$ cat src/design/scp_defs.vh
/*
 * Constants for the short-circuit protection and balance-minimum block:
 * register offsets, field positions, reset values and timing counts.
 * Assumes a 20 MHz system clock and byte-wide register access.
 */
`ifndef SCP_DEFS_VH
`define SCP_DEFS_VH

// Register offsets
`define SCP_ADDR_TIMER_LOW 8'h1A
`define SCP_ADDR_THR_UNIT 8'h1B
`define SCP_ADDR_BAL_MIN_LOW 8'h1C
`define SCP_ADDR_BAL_MIN_HIGH 8'h1D
`define SCP_ADDR_FAULT_STATUS 8'h81
`define SCP_ADDR_LOAD_STATUS 8'h82
`define SCP_ADDR_BAL_STATUS 8'h83
`define SCP_ADDR_SWITCH_CTRL 8'h86
`define SCP_ADDR_OWNER_CTRL 8'h87

// Reset values
`define SCP_RST_TIMER_LOW 8'hC8
`define SCP_RST_THR_UNIT 8'h60
`define SCP_RST_BAL_MIN_LOW 8'h55
`define SCP_RST_BAL_MIN_HIGH 8'h0A

// Field positions and write masks
`define SCP_THR_UNIT_MASK 8'h7F
`define SCP_BAL_HIGH_MASK 8'h0F
`define SCP_BIT_SC_FAULT 3
`define SCP_BIT_LOAD_PRESENT 0
`define SCP_BIT_BAL_UV 3
`define SCP_BIT_LOAD_ERR_CLR 7
`define SCP_BIT_MON_PULSE 6
`define SCP_BIT_CHARGE_SW 1
`define SCP_BIT_DISCHARGE_SW 0
`define SCP_BIT_OWNERSHIP 6
`define SCP_BIT_MON_OVERRIDE 4

// Timing: clock rate and derived cycle counts
`define SCP_CLK_HZ 20000000
`define SCP_CYC_PER_US (`SCP_CLK_HZ / 1000000)
`define SCP_US_PER_MS 1000
`define SCP_MS_PER_S 1000
`define SCP_S_PER_MIN 60
`define SCP_MON_PERIOD_MS 256
`define SCP_RECOVERY_WAIT_S 3

`endif

$ cat src/design/scp_short_circuit_protect.v
/*
 * Discharge short-circuit protection with load-monitor recovery, plus
 * the cell-balance minimum threshold and balance-undervoltage inhibit.
 * Assumes sense voltage (mV) and highest cell code come from logic on
 * sys_clk_i; the load sense comparator is asynchronous. Registers are
 * reached by a byte-wide port at their documented offsets.
 */
`include "scp_defs.vh"

module scp_short_circuit_protect #(
    parameter LOAD_PULSE_MS = 1 // Test current pulse length, ms
) (
    input wire sys_clk_i,
    input wire rst_i,
    input wire [7:0] reg_addr_i,
    input wire [7:0] reg_wdata_i,
    input wire reg_wr_i,
    input wire [9:0] sense_mv_i,
    input wire discharge_overcurrent_i,
    input wire other_fault_i,
    input wire load_sense_pin_below_i,
    input wire [11:0] cell_max_code_i,
    output reg [7:0] reg_rdata_o,
    output reg charge_switch_on_o,
    output reg discharge_switch_on_o,
    output reg load_monitor_drive_o,
    output reg balance_inhibit_o,
    output reg short_circuit_fault_o
);
    // Recovery states, one-hot
    localparam [3:0] ST_IDLE = 4'h1;
    localparam [3:0] ST_WAIT = 4'h2;
    localparam [3:0] ST_MON = 4'h4;
    localparam [3:0] ST_DONE = 4'h8;

    // Configuration registers
    reg [7:0] timer_low_reg; // Delay count low byte
    reg [7:0] thr_unit_reg; // Selector, unit, count high bits
    reg [7:0] bal_min_low_reg; // Balance minimum low byte
    reg [7:0] bal_min_high_reg; // Balance minimum high nibble
    // Control and status bits
    reg sc_fault_reg; // Short-circuit fault flag
    reg load_flag_reg; // Load-present flag
    reg bal_uv_reg; // Balance-undervoltage flag
    reg mon_pulse_reg; // Host load monitor pulse bit
    reg charge_sw_reg; // Charge switch control bit
    reg discharge_sw_reg; // Discharge switch control bit
    reg ownership_reg; // Host owns switch control
    reg override_reg; // Host owns load monitoring
    // Delay and recovery state
    reg [10:0] units_reg; // Units elapsed above threshold
    reg [3:0] state_reg;
    reg [3:0] state_next;
    reg [1:0] wait_s_reg; // Seconds waited before monitoring
    reg [7:0] pulse_ms_reg; // Remaining test pulse length
    reg doc_q_reg; // Last overcurrent level, for edge
    // Load sense pin synchroniser
    reg sync1_reg;
    reg sync2_reg;
    reg sync3_reg;
    reg load_below_reg; // Filtered comparator level

    wire [2:0] thr_sel = thr_unit_reg[6:4];
    wire [1:0] unit_sel = thr_unit_reg[3:2];
    wire [9:0] delay_count = {thr_unit_reg[1:0], timer_low_reg};
    wire [11:0] bal_min = {bal_min_high_reg[3:0], bal_min_low_reg};
    wire wr_timer = reg_wr_i && (reg_addr_i == `SCP_ADDR_TIMER_LOW);
    wire wr_thr = reg_wr_i && (reg_addr_i == `SCP_ADDR_THR_UNIT);
    wire wr_sw = reg_wr_i && (reg_addr_i == `SCP_ADDR_SWITCH_CTRL);
    wire wr_own = reg_wr_i && (reg_addr_i == `SCP_ADDR_OWNER_CTRL);
    wire clr_req = wr_sw && reg_wdata_i[`SCP_BIT_LOAD_ERR_CLR];

    // Time base chain: microsecond up to minute
    wire tick_us;
    wire tick_ms;
    wire tick_s;
    wire tick_min;
    wire tick_mon; // Every 256 ms
    scp_tick_div #(.DIV(`SCP_CYC_PER_US), .W(8)) u_div_us (
        .sys_clk_i(sys_clk_i), .rst_i(rst_i), .tick_in_i(1'b1), .tick_o(tick_us));
    scp_tick_div #(.DIV(`SCP_US_PER_MS), .W(10)) u_div_ms (
        .sys_clk_i(sys_clk_i), .rst_i(rst_i), .tick_in_i(tick_us), .tick_o(tick_ms));
    scp_tick_div #(.DIV(`SCP_MS_PER_S), .W(10)) u_div_s (
        .sys_clk_i(sys_clk_i), .rst_i(rst_i), .tick_in_i(tick_ms), .tick_o(tick_s));
    scp_tick_div #(.DIV(`SCP_S_PER_MIN), .W(6)) u_div_min (
        .sys_clk_i(sys_clk_i), .rst_i(rst_i), .tick_in_i(tick_s), .tick_o(tick_min));
    scp_tick_div #(.DIV(`SCP_MON_PERIOD_MS), .W(8)) u_div_mon (
        .sys_clk_i(sys_clk_i), .rst_i(rst_i), .tick_in_i(tick_ms), .tick_o(tick_mon));

    // Threshold lookup in mV
    reg [9:0] thr_mv;
    always @* begin
        case (thr_sel)
            3'h0: thr_mv = 10'h010;
            3'h1: thr_mv = 10'h018;
            3'h2: thr_mv = 10'h020;
            3'h3: thr_mv = 10'h030;
            3'h4: thr_mv = 10'h040;
            3'h5: thr_mv = 10'h060;
            3'h6: thr_mv = 10'h080;
            default: thr_mv = 10'h100;
        endcase
    end

    // Time unit selection for the delay count
    reg unit_tick;
    always @* begin
        case (unit_sel)
            2'h0: unit_tick = tick_us;
            2'h1: unit_tick = tick_ms;
            2'h2: unit_tick = tick_s;
            default: unit_tick = tick_min;
        endcase
    end

    wire over_thr = (sense_mv_i > thr_mv);
    // Delay must be exceeded, not merely reached
    wire sc_declare = over_thr && (units_reg > {1'b0, delay_count}) && !sc_fault_reg;
    wire doc_rise = discharge_overcurrent_i && !doc_q_reg;
    wire start_recovery = sc_declare || doc_rise;
    wire host_mon = override_reg;
    wire sample_now = host_mon ? mon_pulse_reg : load_monitor_drive_o;

    // Count elapsed units while over threshold; saturate at the top
    always @(posedge sys_clk_i) begin
        if (rst_i) begin
            units_reg <= 11'h000;
        end else if (!over_thr) begin
            units_reg <= 11'h000;
        end else if (unit_tick && (units_reg != 11'h7FF)) begin
            units_reg <= units_reg + 11'h001;
        end
    end

    // Three-stage synchroniser; level moves when stages two and three agree
    always @(posedge sys_clk_i) begin
        if (rst_i) begin
            sync1_reg <= 1'b0;
            sync2_reg <= 1'b0;
            sync3_reg <= 1'b0;
            load_below_reg <= 1'b0;
        end else begin
            sync1_reg <= load_sense_pin_below_i;
            sync2_reg <= sync1_reg;
            sync3_reg <= sync2_reg;
            if (sync2_reg == sync3_reg) begin
                load_below_reg <= sync3_reg;
            end
        end
    end

    // Recovery sequencer next state
    always @* begin
        state_next = state_reg;
        case (state_reg)
            ST_IDLE: if (start_recovery) state_next = ST_WAIT;
            ST_WAIT: if (tick_s && (wait_s_reg == `SCP_RECOVERY_WAIT_S - 1)) state_next = ST_MON;
            ST_MON: if (!sc_fault_reg && !discharge_overcurrent_i && !load_flag_reg)
                state_next = ST_DONE;
            ST_DONE: state_next = ST_IDLE;
            default: state_next = ST_IDLE;
        endcase
    end

    // Sequencer state, wait counter and monitor pulse timing
    always @(posedge sys_clk_i) begin
        if (rst_i) begin
            state_reg <= ST_IDLE;
            wait_s_reg <= 2'h0;
            pulse_ms_reg <= 8'h00;
            load_monitor_drive_o <= 1'b0;
            doc_q_reg <= 1'b0;
        end else begin
            state_reg <= state_next;
            doc_q_reg <= discharge_overcurrent_i;
            if (state_reg != ST_WAIT) begin
                wait_s_reg <= 2'h0;
            end else if (tick_s) begin
                wait_s_reg <= wait_s_reg + 2'h1;
            end
            // Own pulses only while monitoring and not overridden
            if ((state_reg == ST_MON) && !host_mon) begin
                if (tick_mon && !load_monitor_drive_o) begin
                    load_monitor_drive_o <= 1'b1;
                    pulse_ms_reg <= LOAD_PULSE_MS[7:0];
                end else if (load_monitor_drive_o && tick_ms) begin
                    if (pulse_ms_reg <= 8'h01) begin
                        load_monitor_drive_o <= 1'b0;
                    end
                    pulse_ms_reg <= pulse_ms_reg - 8'h01;
                end
            end else begin
                load_monitor_drive_o <= host_mon && mon_pulse_reg;
                pulse_ms_reg <= 8'h00;
            end
        end
    end

    // Fault and load flags; a new fault wins over a clear in the same cycle
    always @(posedge sys_clk_i) begin
        if (rst_i) begin
            sc_fault_reg <= 1'b0;
            load_flag_reg <= 1'b0;
        end else begin
            if (sc_declare) begin
                sc_fault_reg <= 1'b1;
            end else if (host_mon && clr_req) begin
                sc_fault_reg <= 1'b0;
            end else if (!host_mon && !ownership_reg && (state_reg == ST_MON) &&
                         !load_flag_reg) begin
                sc_fault_reg <= 1'b0;
            end else if (ownership_reg && !host_mon && (state_reg == ST_MON) &&
                         !load_flag_reg) begin
                sc_fault_reg <= 1'b0;
            end
            if (start_recovery) begin
                load_flag_reg <= 1'b1;
            end else if (((state_reg == ST_MON) || host_mon) && sample_now) begin
                load_flag_reg <= load_below_reg;
            end
        end
    end

    // Configuration registers with reserved bits held at zero
    always @(posedge sys_clk_i) begin
        if (rst_i) begin
            timer_low_reg <= `SCP_RST_TIMER_LOW;
            thr_unit_reg <= `SCP_RST_THR_UNIT;
            bal_min_low_reg <= `SCP_RST_BAL_MIN_LOW;
            bal_min_high_reg <= `SCP_RST_BAL_MIN_HIGH;
        end else if (reg_wr_i) begin
            if (wr_timer) timer_low_reg <= reg_wdata_i;
            // Top bit dropped even if host writes it
            if (wr_thr) thr_unit_reg <= reg_wdata_i & `SCP_THR_UNIT_MASK;
            if (reg_addr_i == `SCP_ADDR_BAL_MIN_LOW) bal_min_low_reg <= reg_wdata_i;
            if (reg_addr_i == `SCP_ADDR_BAL_MIN_HIGH)
                bal_min_high_reg <= reg_wdata_i & `SCP_BAL_HIGH_MASK;
        end
    end

    // Switch control and ownership bits
    always @(posedge sys_clk_i) begin
        if (rst_i) begin
            charge_sw_reg <= 1'b1;
            discharge_sw_reg <= 1'b1;
            mon_pulse_reg <= 1'b0;
            ownership_reg <= 1'b0;
            override_reg <= 1'b0;
        end else begin
            if (wr_own) begin
                ownership_reg <= reg_wdata_i[`SCP_BIT_OWNERSHIP];
                override_reg <= reg_wdata_i[`SCP_BIT_MON_OVERRIDE];
            end
            if (wr_sw) begin
                mon_pulse_reg <= reg_wdata_i[`SCP_BIT_MON_PULSE];
            end
            if (start_recovery) begin
                // Fault drop beats a host write landing in the same cycle
                charge_sw_reg <= 1'b0;
                discharge_sw_reg <= 1'b0;
            end else if ((state_reg == ST_DONE) && !ownership_reg && !other_fault_i) begin
                charge_sw_reg <= 1'b1;
                discharge_sw_reg <= 1'b1;
            end else if (wr_sw) begin
                charge_sw_reg <= reg_wdata_i[`SCP_BIT_CHARGE_SW];
                discharge_sw_reg <= reg_wdata_i[`SCP_BIT_DISCHARGE_SW];
            end
        end
    end

    // Balance undervoltage: highest cell below minimum means all are
    always @(posedge sys_clk_i) begin
        if (rst_i) begin
            bal_uv_reg <= 1'b0;
            balance_inhibit_o <= 1'b0;
        end else begin
            // Same code scale on both sides, so raw codes compare directly
            bal_uv_reg <= (cell_max_code_i < bal_min);
            balance_inhibit_o <= (cell_max_code_i < bal_min);
        end
    end

    // Switch outputs gated by the short-circuit fault regardless of ownership
    always @(posedge sys_clk_i) begin
        if (rst_i) begin
            charge_switch_on_o <= 1'b0;
            discharge_switch_on_o <= 1'b0;
            short_circuit_fault_o <= 1'b0;
        end else begin
            charge_switch_on_o <= charge_sw_reg && !sc_fault_reg && !sc_declare;
            discharge_switch_on_o <= discharge_sw_reg && !sc_fault_reg && !sc_declare;
            short_circuit_fault_o <= sc_fault_reg;
        end
    end

    // Registered read mux; unmapped offsets read zero
    always @(posedge sys_clk_i) begin
        if (rst_i) begin
            reg_rdata_o <= 8'h00;
        end else begin
            case (reg_addr_i)
                `SCP_ADDR_TIMER_LOW: reg_rdata_o <= timer_low_reg;
                `SCP_ADDR_THR_UNIT: reg_rdata_o <= thr_unit_reg;
                `SCP_ADDR_BAL_MIN_LOW: reg_rdata_o <= bal_min_low_reg;
                `SCP_ADDR_BAL_MIN_HIGH: reg_rdata_o <= bal_min_high_reg;
                `SCP_ADDR_FAULT_STATUS: reg_rdata_o <= {4'h0, sc_fault_reg, 3'h0};
                `SCP_ADDR_LOAD_STATUS: reg_rdata_o <= {7'h00, load_flag_reg};
                `SCP_ADDR_BAL_STATUS: reg_rdata_o <= {4'h0, bal_uv_reg, 3'h0};
                `SCP_ADDR_SWITCH_CTRL:
                    reg_rdata_o <= {1'b0, mon_pulse_reg, 4'h0, charge_sw_reg, discharge_sw_reg};
                `SCP_ADDR_OWNER_CTRL:
                    reg_rdata_o <= {1'b0, ownership_reg, 1'b0, override_reg, 4'h0};
                default: reg_rdata_o <= 8'h00;
            endcase
        end
    end
endmodule

$ cat src/design/scp_tick_div.v
/*
 * Tick divider: emits one pulse per DIV input ticks.
 * Assumes tick_in_i is a one-cycle pulse on sys_clk_i.
 */
module scp_tick_div #(
    parameter DIV = 20, // Input ticks per output tick
    parameter W = 16 // Counter width
) (
    input wire sys_clk_i,
    input wire rst_i,
    input wire tick_in_i,
    output reg tick_o
);
    localparam [W-1:0] LAST = DIV[W-1:0] - 1'b1; // Terminal count
    reg [W-1:0] cnt_reg; // Input ticks seen

    // Count input ticks, wrap and pulse at the terminal count
    always @(posedge sys_clk_i) begin
        if (rst_i) begin
            cnt_reg <= {W{1'b0}};
            tick_o <= 1'b0;
        end else begin
            tick_o <= 1'b0;
            if (tick_in_i) begin
                if (cnt_reg == LAST) begin
                    cnt_reg <= {W{1'b0}};
                    tick_o <= 1'b1;
                end else begin
                    cnt_reg <= cnt_reg + {{(W-1){1'b0}}, 1'b1};
                end
            end
        end
    end
endmodule

$ cat config.mk
export PLATFORM = sky130hd
export DESIGN_NAME = scp_short_circuit_protect
export DESIGN_NICKNAME = d
export VERILOG_FILES = /design/src/design/scp_short_circuit_protect.v /design/src/design/scp_tick_div.v
export VERILOG_INCLUDE_DIRS = /design/src /design/src/design
export SDC_FILE = /design/constraint.sdc
export NUM_CORES = 1
export LEC_CHECK = 0
export ABC_CLOCK_PERIOD_IN_PS = 3670
export BUFFER_PORTS_ARGS = -buffer_cell sky130_fd_sc_hd__buf_2
export CORE_MARGIN = 2
export CORE_UTILIZATION = 65
export CTS_BUF_LIST = sky130_fd_sc_hd__clkbuf_4
export DETAILED_ROUTE_END_ITERATION = 8
export GPL_TIMING_DRIVEN = 1
export PLACE_DENSITY = 0.86
export SYNTH_ARGS = -nofsm -noshare
export SYNTH_HDL_FRONTEND = slang
export SYNTH_SLANG_ARGS = --single-unit
$ cat constraint.sdc
create_clock -name sys_clk_i -period 3.67 [get_ports sys_clk_i]
set_input_delay 0.9175 -clock sys_clk_i [delete_from_list [all_inputs] [get_ports sys_clk_i]]
set_output_delay 0.9175 -clock sys_clk_i [all_outputs]
set_load 0.01 [all_outputs]
; ---- After elaboration in Yosys (flattened, before gate mapping)
; Index checks and enable logic that the tools add are counted.
[word_totals]
ram_bits = 0
inputBits = 44
elab_cells = 185
latchBits = 0
reg_bits = 124
n_memories = 0
romBits = 0
[op_classes]
bitwise = 5
add_sub_neg = 8
mul = 0
reduce_logical = 61
div = 0
n_lt_le_gt_ge = 4
n_eq_ne = 35
muxes = 35
n_shift = 0
[ops]
columns = op, count
row1 = $pmux 8 s9, 1
row2 = $pmux 9 s7, 1
row3 = $eq 8x8->1 const B, 6
row4 = $eq 8x5->1 const B, 5
row5 = $logic_and 1x1->1, 30
row6 = $mux 1, 24
row7 = $add 10x1->10 const B, 2
row8 = $eq 10x10->1 const B, 2
row9 = $mux 10, 2
row10 = $add 8x1->8 const B, 2
row11 = $reduce_or 2->1, 7
row12 = $lt 12x12->1, 1
row13 = $mux 4, 3
row14 = $pmux 4 s3, 1
row15 = $add 11x1->11 const B, 1
row16 = $gt 11x10->1, 1
row17 = $ne 11x11->1 const B, 1
row18 = $gt 10x10->1, 1
row19 = $reduce_and 2->1, 5
row20 = $eq 3x3->1 const B, 3
row21 = $logic_not 1->1, 9
row22 = $le 8x1->1 const B, 1
row23 = $mux 8, 1
row24 = $sub 8x1->8 const B, 1
row25 = other kinds (26), 37

; ---- Longest topological paths before layout
; Gate-level depths: netlist of the first run.
[depth]
ltp_word = 8
depth_mapped = 10

; ---- Cells and area by module
; From an unflattened synthesis of the first run, not the netlist that was laid out.
[hier_totals]
hier_cells = 704
hier_area_um2 = 6182.2
[modules_own_cells]
columns = mod, area_each_um2, n_inst, seq_area_each_um2, cells_per_inst
row1 = scp_short_circuit_protect, 4129.0, 1, 1541.5, 483
row2 = scp_tick_div (u_div_ms ...), 488.0, 2, 220.2, 54
row3 = scp_tick_div (u_div_us), 400.4, 1, 180.2, 42
row4 = scp_tick_div (u_div_mon), 390.4, 1, 180.2, 41
row5 = scp_tick_div (u_div_min), 286.5, 1, 140.1, 30

; ---- Least setup slack after synthesis of the first run
; Ideal clock, no wire load.
[synth_timing]
kind = input port to flip-flop
start = input sense_mv_i[5]
end = register units_reg[0]
slack_ns = 1.145
path_buffers = 1
setup_ns = 0.117
arrival_time_ns = 2.408
cell_stages = 7
cell_sequence = ha_1 > or4b_1 > or3_1 > o41ai_2 > nand2b_1 > buf_2 > nor2_1
[synth_via]
elab_chain_len = 3
[synth_lines]
columns = item, line_no
row1 = from (decl), scp_short_circuit_protect.v:18  ; input wire [9:0] sense_mv_i,
row2 = $gt 10x10->1, scp_short_circuit_protect.v:116  ; wire over_thr = (sense_mv_i > thr_mv);
row3 = $not 1->1 (no source line), n/a
row4 = $reduce_or 2->1 (no source line), n/a
row5 = to (signal assigned), scp_short_circuit_protect.v:131  ; units_reg <= units_reg + 11'h001;
row6 = to (decl), scp_short_circuit_protect.v:51  ; reg [10:0] units_reg;
; No other way between the ends.
; A chain may end at the register's enable or synchronous reset.

; ---- Worst setup path after layout of the first run
[layout_timing]
start = register thr_unit_reg[4]
end = register units_reg[0]
[layout_via]
elab_chain_len = 5
[layout_lines]
columns = item, line_no
row1 = from (decl), scp_short_circuit_protect.v:38  ; reg [7:0] thr_unit_reg;
row2 = from (signal assigned), scp_short_circuit_protect.v:228  ; thr_unit_reg <= `SCP_RST_THR_UNIT;
row3 = from (signal assigned), scp_short_circuit_protect.v:234  ; if (wr_thr) thr_unit_reg <= reg_wdata_i & `SCP_THR_UNIT_MASK;
row4 = "$eq 3x3->1, or another cell as far along", scp_short_circuit_protect.v:93  ; case (thr_sel)
row5 = $pmux 9 s7 *, scp_short_circuit_protect.v:93
row6 = $gt 10x10->1 *, scp_short_circuit_protect.v:116
row7 = $not 1->1 (no source line) *, n/a
row8 = $reduce_or 2->1 (no source line) *, n/a
; Every way passes the cells marked *; elsewhere a longest branch is shown, timed or not.

==> results.txt, run 1 <==
Cell seen most often among critical-path stages: sky130_fd_sc_hd__nor2_1. The number of slew-limit violations in the final report was 0. The area growth from synthesis to layout is 11.4%. Entering global routing, the biggest net connects 54 pins.

On the critical path, the stage with the largest delay is an instance of sky130_fd_sc_hd__or4b_1. Cells fill 74.8% of the core in the end. The achievable frequency is 0.392 GHz.

The top cell types in the final layout, fill and taps aside, are 124 x sky130_fd_sc_hd__dfxtp_1, 87 x sky130_fd_sc_hd__nor2_1, 73 x sky130_fd_sc_hd__nand2_1. The first detailed-routing pass took 6 iterations. For the leakage power, the log shows 2.67 nW. The library cell used as clock root buffer is sky130_fd_sc_hd__clkbuf_4. The clock tree synthesis step divided the H-tree into 4 levels. The flow ran to the end, and the final reports show no timing, DRC or antenna violations. Data on the critical path is required at its endpoint by 4.06 ns.

Yosys printed 0 warnings. Type of the most critical hold path: reg2reg. The register with the most flip-flops in the layout has 11 of them.

In the synthesized netlist the dominant register cell turns out to be sky130_fd_sc_hd__dfxtp_1. The tree built by TritonCTS fans out to 124 sinks. The total power per unit cell area works out to 394 nW/µm².

The CTS clock-pin slew for the worst setup and hold paths came out at 0.12 ns. TritonCTS built the clock tree. At the end of the flow, the number of nets in the layout was 816. Setup repair after global routing left no endpoint under its margin. STA classifies the critical path endpoint as a register.

IR analysis of the VDD net gives a maximum drop of 0.000281 V. The number of gates resized after CTS was 0. After synthesis, the cell types taking the most area are sky130_fd_sc_hd__dfxtp_1 42%, sky130_fd_sc_hd__ha_1 7.7%, sky130_fd_sc_hd__nor2_1 5.6%. In this run the critical register-to-register path is launched from thr_unit_reg[4]. After Yosys synthesis, full adders, half adders and majority gates account for 7.69% of the synthesized area.

After synthesis the netlist holds a flip-flop and latch count of 124. The core region is 8720 µm². Global routing used 27.0% of the available tracks across all layers. The worst-path maximum fanout was 11; the final critical path time including I/O delays and setup was 2.55 ns. The run gives 0.52 ns as the clock latency on the worst-skew pair. Routability-driven placement finished with a final weighted congestion of 0.908. Averaged over all synthesized cells, the footprint is 8.56 µm².

After Yosys synthesis, XOR and XNOR cells account for 6.73% of the synthesized area. Type of the worst setup path: reg2reg. The largest delay contributor family on the critical path was simple AND/OR/NAND/NOR gates. The fraction of the mapped netlist area in compound gates is 11.2%, and the final routed DRC violation total is 0. The run gives 0 as the final setup violation count. The library cell used most frequently in the layout, excluding fill and tap cells, is sky130_fd_sc_hd__dfxtp_1.

Hold repair after CTS inserted 0 buffers. On the final layout, the worst hold slack is 0.474 ns. After synthesis, the largest family of logic cells by area is simple AND/OR/NAND/NOR gates. Dividing the detail-routed wire length by the instance count gives 14.8 µm. Counting the fill cells in the layout gives 626. The first-pass GRT wire length is 21.7 mm, and the proportion of netlist area held by the largest area contributor is 42.4%. The tools report the count of different cell masters after synthesis as 59. The die covers 9790 µm². The violation count after the first detailed-route iteration was 241; the layout cell share with drive strength beyond 1 was 13.6%. Detailed placement finished with a half-perimeter wire length of 9.16 mm. Once detail routing completed, the nets flagged for antenna violations numbered 0. The number of antenna violations at the first check in global routing is 0, and the portion of netlist area occupied by mux cells is 2.97%.

Origin of the worst setup path: thr_unit_reg[4]. Sequential cells were found to cover 42.4% of the synthesized design area. In this run, CTS created clock tree buffers numbering 17. After detailed routing, the total wire length is 12.6 mm.

Walking the worst path, the cells encountered are inv_1, nor2_1, mux2i_1, ha_1, or4b_1, or3_1, o41ai_2, nand2b_1, nor2_1. Counting flops with an async set or reset pin after synthesis yields a share of 0%. The number of flops mapped to enable cells by yosys is 0, and the worst path arrival time is 2.95 ns. The kind of launch point of the worst setup path was a register. Headroom to the max-slew limit came out at 59.9%.

The die is 99.0 µm wide. In this run the vertical extent of the chip is 99.0 µm. The largest stage delay on the critical path was 0.44 ns; the post-synthesis share of cell area spent on and, or, nand and nor gates was 25.2%. Clock skew on the completed layout was measured at 0.0160 ns.

The routed via count is 5082, and the total count of hold-check failures in the final report is 0. After routing, the total negative slack on setup checks comes to 0 ns. The number of antenna diodes in the final layout is 0. The number of max-cap violations was 0. Port buffering added 56 buffers. The initial utilization of the core area, before any placement, comes to 67.2%. The floorplan has 34 rows. For this run the aggregate overflow at the end of global routing stands at 0. The start point of the worst min-delay path was sync1_reg. The count of buffering cells on the critical path with inverters included is 1, and the final period utilization is 69.6%.

The logs give 4935 for the number of global-route vias before repair and 57 for the number of top-level pins. The post-CTS setup buffer count was 0; the cell area after technology mapping was 5860 µm². The per-cell via count in the routed design came out at 5.93.

The cell accounting for the most synthesized area is sky130_fd_sc_hd__dfxtp_1. In this run the deepest clock path goes through 2 buffers. Counting every instance in the synthesized netlist gives 685.

The net count after synthesis was 765. Actual transition at the worst max-transition pin: 0.596 ns.
-- worst reg2reg max path, cell delays in order, from the launching register on --
cell and delay, ns:
sky130_fd_sc_hd__dfxtp_1 0.41, sky130_fd_sc_hd__inv_1 0.11, sky130_fd_sc_hd__nor2_1 0.11, sky130_fd_sc_hd__mux2i_1 0.09
sky130_fd_sc_hd__ha_1 0.33, sky130_fd_sc_hd__or4b_1 0.44, sky130_fd_sc_hd__or3_1 0.33, sky130_fd_sc_hd__o41ai_2 0.11
sky130_fd_sc_hd__nand2b_1 0.43, sky130_fd_sc_hd__nor2_1 0.10
-- synth_stat cells, types with 3 or more instances --
cell type                  count
sky130_fd_sc_hd__dfxtp_1     124
sky130_fd_sc_hd__nor2_1       87
sky130_fd_sc_hd__nand2_1      73
sky130_fd_sc_hd__nand3_1      58
sky130_fd_sc_hd__a21oi_1      42
sky130_fd_sc_hd__ha_1         36
sky130_fd_sc_hd__inv_1        31
sky130_fd_sc_hd__xor2_1       28
sky130_fd_sc_hd__clkbuf_1     20
sky130_fd_sc_hd__nand4_1      17
sky130_fd_sc_hd__xnor2_1      17
sky130_fd_sc_hd__mux2i_1      14
sky130_fd_sc_hd__o21ai_0      13
sky130_fd_sc_hd__nor2b_1      12
sky130_fd_sc_hd__a22oi_1      10
sky130_fd_sc_hd__nor3_1        9
sky130_fd_sc_hd__and3_1        8
sky130_fd_sc_hd__or3_1         7
sky130_fd_sc_hd__buf_2         6
sky130_fd_sc_hd__nor4_1        6
sky130_fd_sc_hd__a21o_1        5
sky130_fd_sc_hd__nand2b_1      5
sky130_fd_sc_hd__a31oi_1       4
sky130_fd_sc_hd__a32oi_1       3
sky130_fd_sc_hd__and2_1        3
sky130_fd_sc_hd__and4_1        3
sky130_fd_sc_hd__nand3b_1      3
sky130_fd_sc_hd__o31ai_1       3
-- cell families (layout without fill, tap and decap cells) --
kind of cell    after synthesis  in the layout
buf+inv                      59            123
compound gates              101            101
flops                       124            124
mux                          16             16
simple gates                304            304
xor+xnor                     45             45
fa+ha+maj                    36             36
-- final timing paths --
path             endpoint  slack, ns  depth (start not counted)
max          units_reg[0]       1.12                          9
min reg2reg     sync2_reg       0.47                          1
max reg2reg  units_reg[0]       1.12                          9
min             sync2_reg       0.47                          1
-- layer usage --
layer | vias to the layer above | track usage, % | share of wire, %
met4 | 0 | 9.17 | 1.7
li1 | 2505 | - | -
met3 | 24 | 6.17 | 6.2
met1 | 2385 | 31.7 | 41
met5 | - | 0 | 0
met2 | 168 | 48.5 | 51
-- area by class of cell --
class | count | area, µm² | area share, %
clock buffers | 19 | 143 | 2.19
inverters | 31 | 116 | 1.78
well taps | 108 | 135 | 2.07
multi-input cells | 502 | 3150 | 48.3
clock inverters | 13 | 190 | 2.91
repair buffers | 60 | 310 | 4.75
flip-flops and latches | 124 | 2480 | 38.0
-- power breakdown --
part	switching, mW	total [mW]	internal (mW)
sequential	0.0105	1.37	1.36
combinational	0.0726	0.122	0.0496
clock	0.516	1.08	0.562
-- per-stage QoR --
| stage | cell area (µm²) | power, mW | instances | setup slack [ns] |
|---|---|---|---|---|
| after global routing | 6530 | 2.65 | 857 | 0.912 |
| after CTS | 6530 | 2.58 | 857 | 1.10 |
| after floorplan | 5860 | 1.47 | 685 | 1.14 |
| final | 6530 | 2.57 | 857 | 1.12 |
| after detailed placement | 6190 | 1.52 | 825 | 0.806 |
| after global placement | 6190 | 1.51 | 825 | 0.865 |
Power figures use the tool's default switching activity.
==> run 2: changes to the inputs <==
ABC_AREA = 1   (was unset)
ABC_CLOCK_PERIOD_IN_PS = 2550   (was 3670)
CORE_UTILIZATION = 62   (was 65)
PLACE_DENSITY = 0.83   (was 0.86)
clock period = 2.55 ns   (was 3.67 ns; I/O delays follow)
==> run 2 against run 1 <==
Maximum frequency increased by 26%; clock-buffer cell count decreased by 1; routed wire length increased by 11%; sequential share of layout area decreased by 1.5 points; largest power group unchanged; highest routed layer unchanged.
==> results.txt, run 2 <==
The mean post-synth cell area was 7.34 µm² (was 8.56 µm²). The tools report the number of hold buffers added after CTS as 0 (unchanged). The final critical path time including I/O delays and setup came out at 2.02 ns (was 2.55 ns). The part of the total power dissipated in combinational logic is 5.9% (was 4.8%), and the total count of hold-check failures in the final report is 0 (unchanged).

The most common library cell in the layout ignoring fill and taps was sky130_fd_sc_hd__nand2_1 (was sky130_fd_sc_hd__dfxtp_1). For the half-perimeter wire length after placement, the log shows 10.6 mm (was 9.16 mm). The run gives 0.56 ns (was 0.52 ns) as the clock latency on the worst-skew pair. The first-pass GRT wire length was 23.7 mm (was 21.7 mm); the net count after synthesis was 908 (was 765). Top post-synthesis cells by area: sky130_fd_sc_hd__dfxtp_1 41%, sky130_fd_sc_hd__nand2_1 8.2%, sky130_fd_sc_hd__inv_1 7.5% (was sky130_fd_sc_hd__dfxtp_1 42%, sky130_fd_sc_hd__ha_1 7.7%, sky130_fd_sc_hd__nor2_1 5.6%).

The count of different cell masters after synthesis is 43 (was 59). The run finished with clean final reports. Critical path's slowest cell: sky130_fd_sc_hd__dfxtp_1 (was sky130_fd_sc_hd__or4b_1). Worst-path maximum fanout: 5 (was 11). The run gives 0.526 ns (was 1.12 ns) as the final setup slack of the worst path. The tools report the count of instances resized after the clock tree is built as 0 (unchanged).

The largest stage delay on the critical path was 0.35 ns (was 0.44 ns). For the worst path arrival time, the log shows 2.48 ns (was 2.95 ns). The share of flip-flops with an asynchronous set or reset came out at 0% (unchanged).

The cell seen most often among critical-path stages was sky130_fd_sc_hd__nand2_1 (was sky130_fd_sc_hd__nor2_1). The register bit total from synthesis was 124 (unchanged); the fraction of power spent switching nets was 25.2% (was 23.3%). TritonCTS built the clock tree. The total number of nets in the final design is 974 (was 816), and the proportion of netlist area held by the largest area contributor is 40.8% (was 42.4%). The logs give 4 (unchanged) for the number of levels the H-tree was split into and 0 (unchanged) for the overflow left after global routing. The logs give 5550 (was 4935) for the number of global-route vias before repair and 0 (unchanged) for the number of antenna violations at the first check in global routing. The count of input and output buffers came out at 56 (unchanged). The run gives 40.8% (was 42.4%) as the part of the Yosys area used for sequential elements.

The endpoint type of the worst setup path was a register (unchanged). For the number of warnings printed during yosys synthesis, the log shows 0 (unchanged). The total negative slack for setup checks is 0 ns (unchanged), and the die outline area is 10600 µm² (was 9790 µm²). The logs give 0 (unchanged) for the final antenna-violating net count and 0.0130 ns (was 0.0160 ns) for the clock skew after layout. The per-cell via count in the routed design was 5.52 (was 5.93). Core area: 9640 µm² (was 8720 µm²).

Setup repair after global routing left no endpoint under its margin. The tools report the fraction of power consumed by sequential logic as 54.2% (was 53.3%). Cell breakdown of the critical path: inv_1, nand2_1, nand2_1, o21ai_0, ha_1, nand2_1, inv_1, nand2_1, nand2_1, nand2_1, a21oi_1, nand3_1, nand2_1, inv_1, o21ai_0, nand2_1 (was inv_1, nor2_1, mux2i_1, ha_1, or4b_1, or3_1, o41ai_2, nand2b_1, nor2_1). The tools report the number of top-level pins as 57 (unchanged).

The achievable frequency is 0.494 GHz (was 0.392 GHz), and the routed via count is 5743 (was 5082). Cell accounting for the most synthesized area: sky130_fd_sc_hd__dfxtp_1 (unchanged). The logs give 6080 µm² (was 5860 µm²) for the cell area after technology mapping and 14.0 mm (was 12.6 mm) for the final wirelength. The iteration count of the initial detailed-routing pass came out at 5 (was 6). Synth cell count leaders: 133 x sky130_fd_sc_hd__nand2_1, 124 x sky130_fd_sc_hd__dfxtp_1, 121 x sky130_fd_sc_hd__inv_1, 93 x sky130_fd_sc_hd__nor2_1, 81 x sky130_fd_sc_hd__a21oi_1 (was 124 x sky130_fd_sc_hd__dfxtp_1, 87 x sky130_fd_sc_hd__nor2_1, 73 x sky130_fd_sc_hd__nand2_1, 58 x sky130_fd_sc_hd__nand3_1, 42 x sky130_fd_sc_hd__a21oi_1).

The run gives 0 (unchanged) as the number of slew-limit violations in the final report. The placer's final routability congestion estimate was 0.891 (was 0.908); the worst slew margin relative to its limit was 59.5% (was 59.9%). The number of flops mapped to enable cells by yosys is 0 (unchanged). The run gives 124 (unchanged) as the total clock sinks. The tools report the total global-route track usage as 28.8% (was 27.0%).

For the total internal power, the log shows 2.72 mW (was 1.97 mW). The CTS clock-pin slew for the worst setup and hold paths came out at 0.11 ns (was 0.12 ns). The area added between synthesis and finish is 11.8% (was 11.4%). The floorplan die width came out at 103 µm (was 99.0 µm). The layout cell share with drive strength beyond 1 is 13.2% (was 13.6%). The run gives 39.9% (was 42.0%) as the clock group share of total power. The largest voltage drop on the vdd net is 0.000397 V (was 0.000281 V). The kind of launch point of the worst setup path was a register (unchanged). For the setup slack after placement, the log shows 0.441 ns (was 0.806 ns).

The tools report the number of buffers between clock root and the deepest sink as 2 (unchanged). The starting density of the core was 63.1% (was 67.2%). The switching power of the nets is 0.918 mW (was 0.599 mW), and the floorplan die height is 103 µm (was 99.0 µm). The maximum number of pins on one net before global-route repair was 45 (was 54); the final setup violation count was 0 (unchanged).

Commonest cells after routing, fill and taps aside: 133 x sky130_fd_sc_hd__nand2_1, 124 x sky130_fd_sc_hd__dfxtp_1, 121 x sky130_fd_sc_hd__inv_1 (was 124 x sky130_fd_sc_hd__dfxtp_1, 87 x sky130_fd_sc_hd__nor2_1, 73 x sky130_fd_sc_hd__nand2_1). The actual transition at the worst max-transition pin was 0.603 ns (was 0.596 ns); the flip-flop count of the largest register after layout was 11 (unchanged). The library cell used as clock root buffer is sky130_fd_sc_hd__clkbuf_4 (unchanged). The count of antenna diodes in the layout is 0 (unchanged), and the final routed DRC violation total is 0 (unchanged).

The violation count after the first detailed-route iteration came out at 307 (was 241). Setup slack of the worst register-to-register path: 0.53 ns (was 1.12 ns). The tools report the floorplan row count as 36 (was 34).

The most frequently used cell type in the post-synthesis netlist was sky130_fd_sc_hd__nand2_1 (was sky130_fd_sc_hd__dfxtp_1). The post-CTS setup buffer count is 0 (unchanged). For the gate count after technology mapping, the log shows 828 (was 685). The type of the worst setup path was reg2reg (unchanged). The type of the most critical hold path is in2reg (was reg2reg). The final period utilization is 79.4% (was 69.6%), and the number of max-cap violations is 0 (unchanged). The total power per unit cell area was 536 nW/µm² (was 394 nW/µm²); the data required time at the worst endpoint was 3.00 ns (was 4.06 ns).

The prevailing post-synth register cell is sky130_fd_sc_hd__dfxtp_1 (unchanged). The number of buffers added by the clock tree synthesis step was 17 (unchanged). For the leakage power, the log shows 2.98 nW (was 2.67 nW). The average wire per standard cell works out to 13.5 µm (was 14.8 µm).
==> run 2: changes by cell type after synthesis, moves of 7 or more <==
cell                       delta
sky130_fd_sc_hd__a21oi_1     +39
sky130_fd_sc_hd__a22oi_1     -10
sky130_fd_sc_hd__and3_1       -7
sky130_fd_sc_hd__clkbuf_1    -15
sky130_fd_sc_hd__inv_1       +90
sky130_fd_sc_hd__mux2i_1     -14
sky130_fd_sc_hd__nand2_1     +60
sky130_fd_sc_hd__nand3_1     -22
sky130_fd_sc_hd__nor2b_1     -12
sky130_fd_sc_hd__nor3_1      +23
sky130_fd_sc_hd__o21ai_0     +38
sky130_fd_sc_hd__xnor2_1      -8
sky130_fd_sc_hd__xor2_1      -14
==> run 2: final timing paths <==
path	startpoint	end	cells past startpoint
worst max-delay path	thr_unit_reg[5]	discharge_sw_reg	16
worst min-delay path	load_sense_pin_below_i	sync1_reg	3
worst max register to register	thr_unit_reg[5]	discharge_sw_reg	16
worst min register to register	sync1_reg	sync2_reg	2
==> run 2: power by group through the flow <==
stage | logic, mW | clock network (mW) | registers, mW
6_report | 0.214 | 1.45 | 1.97
5_1_grt | 0.242 | 1.56 | 1.98
4_1_cts | 0.212 | 1.47 | 1.97
3_5_place_dp | 0.211 | 0 | 2.02
3_3_place_gp | 0.199 | 0 | 2.02
2_1_floorplan | 0.124 | 0 | 2.01
==> run 2: worst max-delay path, delay by kind of cell (launching register included) <==
| kind | cells | cell delay, ns |
|---|---|---|
| AO/OA/AOI/OAI | 3 | 0.33 |
| adder cells (fa/ha/maj) | 1 | 0.30 |
| flip-flops | 1 | 0.35 |
| AND/OR/NAND/NOR | 9 | 0.70 |
| buffers and inverters | 3 | 0.25 |
==> run 2: through the flow <==
step           instance area (µm²)  hold slack, ns  cells  utilization [%]  power, mW
2_1_floorplan                 6080           0.388    828                -       2.14
3_3_place_gp                  6490           0.420   1008             67.3       2.21
5_1_grt                       6800           0.236   1040             70.5       3.78
6_report                      6800           0.280   1040             70.5       3.64
4_1_cts                       6800           0.254   1040             70.5       3.66
3_5_place_dp                  6490           0.421   1008             67.3       2.23
==> run 2: final cells by class <==
type	count	area (µm²)
Clock buffer	18	135
Multi-Input combinational cell	560	3040
Sequential cell	124	2480
Timing Repair Buffer	61	318
Inverter	130	489
Clock inverter	14	171
Fill cell	821	2840
Tap cell	133	166
==> run 2: kinds of logic after synthesis <==
logic type	share of synthesized area (%)
flip-flops	40.8
AO/OA/AOI/OAI	13.5
XOR/XNOR	3.31
adder cells (fa/ha/maj)	7.41
buffers and inverters	9.26
AND/OR/NAND/NOR	25.7
==> run 2: layer usage <==
| metal | global-route usage (%) | vias up | wire (µm) |
|---|---|---|---|
| li1 | - | 2854 | - |
| met1 | 31.6 | 2655 | 5730 |
| met2 | 50.6 | 180 | 6970 |
| met3 | 9.02 | 54 | 841 |
| met4 | 13.3 | 0 | 453 |
| met5 | 0 | - | 0 |
